[src/include/dmac_pkg.sv]
package dmac_pkg;

    localparam int OP_W   = 36;
    localparam int PROD_W = 72;
    localparam int ACC_W  = 72;
    localparam int SRC_N  = 4;
    localparam int SEL_W  = 2;

    localparam logic [OP_W-1:0]   OP_RESET   = 36'h0_0000_0000;
    localparam logic [PROD_W-1:0] PROD_RESET = 72'h00_0000_0000_0000_0000;
    localparam logic [ACC_W-1:0]  ACC_RESET  = 72'h00_0000_0000_0000_0000;

    // native multiplier widths
    typedef enum logic [1:0] {
        DMAC_W9,
        DMAC_W18,
        DMAC_W36
    } dmac_width_t;

    // enable and reset source choice for one register stage
    typedef struct packed {
        logic [SEL_W-1:0] ceSel;
        logic [SEL_W-1:0] rstSel;
    } dmac_stage_cfg_t;

    typedef struct packed {
        logic [OP_W-1:0]   aReg;
        logic [OP_W-1:0]   bReg;
        logic              inSigned;
        logic [PROD_W-1:0] prodReg;
        logic              pipeSigned;
        logic [ACC_W-1:0]  accReg;
        logic              overflowReg;
    } dmac_state_t;

    // pads an operand to the full input width from the selected native width
    function automatic logic [OP_W-1:0] dmacExtend(input logic [OP_W-1:0] v,
                                                   input dmac_width_t      w,
                                                   input logic             sgn);
        logic [OP_W-1:0] r;
        r = v;
        case (w)
            DMAC_W9:  r = {{27{sgn & v[8]}}, v[8:0]};
            DMAC_W18: r = {{18{sgn & v[17]}}, v[17:0]};
            DMAC_W36: r = v;
            default:  r = v;
        endcase
        return r;
    endfunction : dmacExtend

endpackage : dmac_pkg

[src/hw/dmac_src_sel.sv]
`timescale 1ns/1ps
`default_nettype none

module dmac_src_sel
    import dmac_pkg::*;
(
    // shared pools
    input  wire logic [SRC_N-1:0]  ceSrc,
    input  wire logic [SRC_N-1:0]  rstSrc,
    // stage choice
    input  wire dmac_stage_cfg_t   cfg,
    // selected controls
    output logic                   ce,
    output logic                   rst
);

    assign ce  = ceSrc[cfg.ceSel];
    assign rst = rstSrc[cfg.rstSel];

endmodule : dmac_src_sel

`default_nettype wire

[src/hw/dmac_multiply_accumulate.sv]
// Function
// - each register stage selects enable and reset
// - signed or unsigned multiply at 9/18/36
// - unsigned overflow when result below previous
// - signed overflow on same-sign wrong-sign sum
// - overflow is held for one cycle per overflowing accumulate
`timescale 1ns/1ps
`default_nettype none

module dmac_multiply_accumulate
    import dmac_pkg::*;
(
    // clock and reset
    input  wire logic              ref_clk,
    input  wire logic              reset,
    // enable and reset pools
    input  wire logic              clkEnableSource0,
    input  wire logic              clkEnableSource1,
    input  wire logic              clkEnableSource2,
    input  wire logic              clkEnableSource3,
    input  wire logic              resetSource0,
    input  wire logic              resetSource1,
    input  wire logic              resetSource2,
    input  wire logic              resetSource3,
    // per-stage selection
    input  wire dmac_stage_cfg_t   inCfg,
    input  wire dmac_stage_cfg_t   pipeCfg,
    input  wire dmac_stage_cfg_t   outCfg,
    // operands and mode
    input  wire logic [OP_W-1:0]   opA,
    input  wire logic [OP_W-1:0]   opB,
    input  wire dmac_width_t       opWidth,
    input  wire logic              opSigned,
    // results
    output logic [ACC_W-1:0]       accOut,
    output logic                   overflow
);

    logic [SRC_N-1:0] ceSrc;
    logic [SRC_N-1:0] rstSrc;
    logic             inCe;
    logic             inRst;
    logic             pipeCe;
    logic             pipeRst;
    logic             outCe;
    logic             outRst;
    dmac_state_t      st_reg;
    dmac_state_t      st_next;
    logic [ACC_W-1:0] sum;
    logic             ovfUnsigned;
    logic             ovfSigned;
    logic             ovfEvent;
    logic [PROD_W-1:0] prodNow;

    assign ceSrc  = {clkEnableSource3, clkEnableSource2, clkEnableSource1, clkEnableSource0};
    assign rstSrc = {resetSource3, resetSource2, resetSource1, resetSource0};

    // one selector per stage, all sharing the same pools
    dmac_src_sel uInSel (
        .ceSrc  (ceSrc),
        .rstSrc (rstSrc),
        .cfg    (inCfg),
        .ce     (inCe),
        .rst    (inRst)
    );

    dmac_src_sel uPipeSel (
        .ceSrc  (ceSrc),
        .rstSrc (rstSrc),
        .cfg    (pipeCfg),
        .ce     (pipeCe),
        .rst    (pipeRst)
    );

    dmac_src_sel uOutSel (
        .ceSrc  (ceSrc),
        .rstSrc (rstSrc),
        .cfg    (outCfg),
        .ce     (outCe),
        .rst    (outRst)
    );

    // full-width product; sign follows the mode captured with the operands
    always_comb begin
        if (st_reg.inSigned) begin
            prodNow = PROD_W'($signed(st_reg.aReg) * $signed(st_reg.bReg));
        end else begin
            prodNow = PROD_W'(st_reg.aReg * st_reg.bReg);
        end
    end

    // carry out is dropped on purpose; roll-over is reported by the flag
    assign sum         = ACC_W'(st_reg.accReg + st_reg.prodReg);
    assign ovfUnsigned = (sum < st_reg.accReg);
    assign ovfSigned   = (st_reg.accReg[ACC_W-1] == st_reg.prodReg[PROD_W-1])
                       && (sum[ACC_W-1] != st_reg.accReg[ACC_W-1]);
    assign ovfEvent    = st_reg.pipeSigned ? ovfSigned : ovfUnsigned;

    always_comb begin
        st_next = st_reg;
        // input stage: reset beats enable, as in every stage
        if (inRst) begin
            st_next.aReg     = OP_RESET;
            st_next.bReg     = OP_RESET;
            st_next.inSigned = 1'b0;
        end else if (inCe) begin
            // upper bits above the native width are replaced, not trusted
            st_next.aReg     = dmacExtend(opA, opWidth, opSigned);
            st_next.bReg     = dmacExtend(opB, opWidth, opSigned);
            st_next.inSigned = opSigned;
        end
        if (pipeRst) begin
            st_next.prodReg    = PROD_RESET;
            st_next.pipeSigned = 1'b0;
        end else if (pipeCe) begin
            st_next.prodReg    = prodNow;
            st_next.pipeSigned = st_reg.inSigned;
        end
        // flag drops on any cycle without a fresh accumulate
        st_next.overflowReg = 1'b0;
        if (outRst) begin
            st_next.accReg = ACC_RESET;
        end else if (outCe) begin
            st_next.accReg      = sum;
            st_next.overflowReg = ovfEvent;
        end
    end

    always_ff @(posedge ref_clk) begin
        if (reset) begin
            st_reg <= '0;
        end else begin
            st_reg <= st_next;
        end
    end

    assign accOut   = st_reg.accReg;
    assign overflow = st_reg.overflowReg;
endmodule : dmac_multiply_accumulate

`default_nettype wire

[config.mk]
export PLATFORM = sky130hd
export DESIGN_NAME = dmac_multiply_accumulate
export DESIGN_NICKNAME = d
export VERILOG_FILES = /design/src/include/dmac_pkg.sv /design/src/hw/dmac_src_sel.sv /design/src/hw/dmac_multiply_accumulate.sv
export SDC_FILE = /design/constraint.sdc
export NUM_CORES = 2
export LEC_CHECK = 0
export BUFFER_PORTS_ARGS = -buffer_cell sky130_fd_sc_hd__buf_2
export CELL_PAD_IN_SITES_DETAIL_PLACEMENT = 1
export CELL_PAD_IN_SITES_GLOBAL_PLACEMENT = 2
export CORE_MARGIN = 2
export CORE_UTILIZATION = 42
export CTS_CLUSTER_DIAMETER = 120
export DETAILED_ROUTE_END_ITERATION = 16
export GPL_TIMING_DRIVEN = 0
export PLACE_DENSITY_LB_ADDON = 0.1
export SYNTH_ARGS = -nofsm -noshare
export SYNTH_HDL_FRONTEND = slang
export SYNTH_SLANG_ARGS = --single-unit
[constraint.sdc]
create_clock -name ref_clk -period 11.09 [get_ports ref_clk]
set_clock_uncertainty 0.1 [all_clocks]
set_input_delay 2.218 -clock ref_clk [delete_from_list [all_inputs] [get_ports ref_clk]]
set_output_delay 2.218 -clock ref_clk [all_outputs]
set_load 0.03 [all_outputs]
==> results.toml <==
[outcome]
status = "finished with violations"
violations = "max-capacitance violations, max-slew violations"

[detailed_routing]
wirelength_um = 321700
wire_per_inst_um = 28.68
viasPerCell = 5.493
drcViolationCount = 0
first_iter_violations = 4176
drtPass1Iterations = 6
vias = 61590
ant_nets = 0

[cells_and_area]
finalNonFillerCells = 11210
post_route_cells_drive_above_1_share = 0.04435
area_growth_syn_to_layout_pct = 6.817
fin_nets = 11200
largest_register_ffs = 146

[placed_design]
place_ws_ns = -0.04300
gp_congestion = 0.9929
portBuffers = 169
dp_hpwl_um = 278400
dp_cells = 11150

[global_routing]
grt_max_degree = 18
grt_util_all_layers = 0.3530
grt-ovfl-total = 0
grt_pass1_vias = 67630
antenna_found_initial = 54
grt_pass1_wl_um = 462800

[timing]
worst_slack_ns = 0.06190
min_period_over_period = 0.9944
hold_viol = 0
max_slew_margin = -0.04732
period_needed_ns = 11.03
maxSlewViolCount = 33
fmax_ghz = 0.09068
worst_slew_pin_slew_ns = 1.571
setup_viol = 0

[setup_path]
crit_path_start = "st_reg[202]"
critical_path.endpoint = "st_reg[143]"
reg2reg_slack_ns = 0.06
worstPathArrival_ns = 11.38
critPathKind = "flop to flop"
r2r_start = "st_reg[202]"
worstPathMaxFanout = 10
r2r-end = "st_reg[143]"
worst_r2r_path_depth = 27
critical_path.startpoint_type = "flop"
end_kind = "flop"
required_ns = 11.44

[die]
core_area_sq_mm = 0.1786
initial_utilization = 0.4232
die-width_um = 428.3
rows = 155
die_y_um = 428.3
die_area_sq_mm = 0.1834
io_pins = 170

[power]
p_leak_nw = 39.02
max-vdd-ir-drop_uv = 101.5
total_power_w = 0.005519
power_density_mw_per_mm2 = 68.34

[hold_path]
min_path_type = "flop to flop"

[synthesis]
netlist_instances = 8620
synth-edff-count = 0
syn_avg_cell_area_sq_um = 8.770
ys_ff_latch = 219
synth_seq_area_share = 0.05799
ys.flop_type = "dfxtp_1"
ys_warn_count = 0
syn_area_sq_mm = 0.07560
syn-num-nets = 11010
ys_types = 93
ys_async_sr_fraction = 0

[clock_tree]
cts_max_level = 2
cts_resized = 1
post_cts_buffers = 0
holdBufCountCts = 0
cts_max_path_buffers = 3
numCtsBuffers = 34
cts_sinks = 219
cts_tree = "yes"
path_clk_slew_ns = 0.06
root_buffer = "clkbuf_16"
clock_latency_ns = 0.66

[run]
cap_violations = 3
## metrics by stage
stage                     cell area (sq um)  hold slack [ns]  utilization  TNS (ns)
after global routing                  80710           0.3915       0.4519  -0.01864
after floorplan                       75600           0.3356            -         0
after detailed placement              79490           0.3607       0.4450  -0.04300
after CTS                             80670           0.3690       0.4517         0
final                                 80750           0.3666       0.4521         0
after global placement                79390           0.3569       0.4445   -0.4369
## routing by layer
| metal | part of all wire | GRT usage | vias to the layer above |
|---|---|---|---|
| li1 | - | - | 26290 |
| met4 | 0.086 | 0.2512 | 2 |
| met2 | 0.47 | 0.5752 | 2126 |
| met5 | 0.000050 | 0 | - |
| met1 | 0.38 | 0.4293 | 32440 |
| met3 | 0.063 | 0.05279 | 732 |
## synthesized netlist by cell type, drive strengths merged (6+ instances only)
library cell / count / share of area
a221oi: 14 / 0.0017
mux2: 8 / 0.0012
a21oi: 429 / 0.029
xnor2: 140 / 0.016
clkbuf: 423 / 0.021
nand4: 61 / 0.0050
o21ai: 251 / 0.017
nor3: 47 / 0.0031
inv: 1994 / 0.099
and2: 592 / 0.049
buf: 99 / 0.0086
nand2b: 30 / 0.0025
a31oi: 46 / 0.0043
fa: 1741 / 0.46
a211o: 6 / 0.00071
o21bai: 37 / 0.0037
a211oi: 40 / 0.0041
o21a: 38 / 0.0038
o211ai: 36 / 0.0036
nand3: 51 / 0.0034
a2111oi: 11 / 0.0014
nor2b: 67 / 0.0055
o41ai: 9 / 0.0013
nand3b: 6 / 0.00060
o31ai: 12 / 0.0016
ha: 550 / 0.091
xor2: 68 / 0.0079
or3: 10 / 0.00083
a311oi: 6 / 0.00078
nor4: 11 / 0.00099
or4: 8 / 0.00079
nand2: 1121 / 0.056
dfxtp: 219 / 0.058
a21o: 133 / 0.013
o22ai: 9 / 0.00074
mux2i: 10 / 0.0013
and3: 19 / 0.0016
or2: 12 / 0.00099
a21boi: 9 / 0.00089
nor2: 188 / 0.0093
## area by class of cell
type	instances	area [sq um]
inverters	1994	7485
plain buffers	506	2273
clock inverters	13	216.5
flip-flops and latches	219	4385
diodes	21	52.55
well taps	2355	2947
repair buffers	174	929.6
multi-input cells	5885	61490
fillers	21160	97860
clock buffers	47	969.7
## how the worst min path moves through the flow
stage | startpoint | to | slack (ns) | cells past startpoint
6_report | st_reg[95] | st_reg[95] | 0.37 | 2
5_1_grt | st_reg[92] | st_reg[92] | 0.39 | 2
4_1_cts | st_reg[90] | st_reg[90] | 0.37 | 2
3_5_place_dp | st_reg[90] | st_reg[90] | 0.36 | 2
3_3_place_gp | st_reg[90] | st_reg[90] | 0.36 | 2
2_1_floorplan | st_reg[80] | st_reg[80] | 0.34 | 2
## placed cells by master, fill, tap and decap left out, types with 10 or more instances in the layout
cell	instances
dfxtp_1	218
a2111oi_0	10
o211ai_1	36
fa_1	1741
a211oi_1	38
nand3_1	51
nand2b_1	30
a31oi_1	43
and2_1	592
diode_2	21
buf_4	72
o21ai_0	242
ha_1	550
nand2_1	1120
a21o_1	132
clkdlybuf4s15_1	10
nor3_1	47
clkbuf_16	34
clkbuf_1	379
nor2b_1	67
buf_2	178
o21bai_1	36
or2_2	11
nor4_1	10
or3_1	10
nand4_1	61
a221oi_1	13
o21a_1	38
inv_1	1994
clkbuf_2	24
mux2i_1	10
buf_1	18
xnor2_1	140
and3_1	18
nor2_1	187
xor2_1	68
a21oi_1	426
## cells by family (layout without fill, tap and decap cells)
| kind of cell | count (synthesis) | after routing | synth area share |
|---|---|---|---|
| other | 0 | 21 | 0 |
| multiplexers | 21 | 21 | 0.003409 |
| AND/OR/NAND/NOR | 2234 | 2234 | 0.1407 |
| XOR/XNOR | 208 | 208 | 0.02410 |
| flip-flops | 219 | 219 | 0.05799 |
| buffers and inverters | 2516 | 2734 | 0.1287 |
| adder cells (fa/ha/maj) | 2291 | 2291 | 0.5521 |
| AO/OA/AOI/OAI | 1131 | 1131 | 0.09308 |
## worst max-delay path, cell delays in order, from the launching register on
cell and delay [ns]:
dfxtp_1 0.32, clkbuf_1 0.78, clkbuf_1 0.91, nand2_1 0.19, fa_1 0.45, fa_1 0.52, inv_1 0.05, fa_1 0.58
inv_1 0.10, fa_1 0.53, inv_1 0.05, fa_1 0.52, inv_1 0.06, fa_1 0.73, fa_1 0.49, fa_1 0.52
inv_1 0.05, ha_1 0.38, a21oi_1 0.15, o21ai_0 0.11, a2111oi_0 0.84, a211oi_2 0.32, o21ai_1 0.49, a21oi_1 0.30
a41oi_1 0.65, o41ai_1 0.17, xnor2_1 0.32, a21oi_1 0.12
## report_power, final
group | internal, W | switching [W] | total [W]
Sequential | 0.000831 | 0.0000631 | 0.000894
Clock | 0.000711 | 0.000498 | 0.00121
Combinational | 0.00110 | 0.00232 | 0.00342
Total | 0.00264 | 0.00288 | 0.00552
No activity file was read; power rests on OpenSTA's default activity.
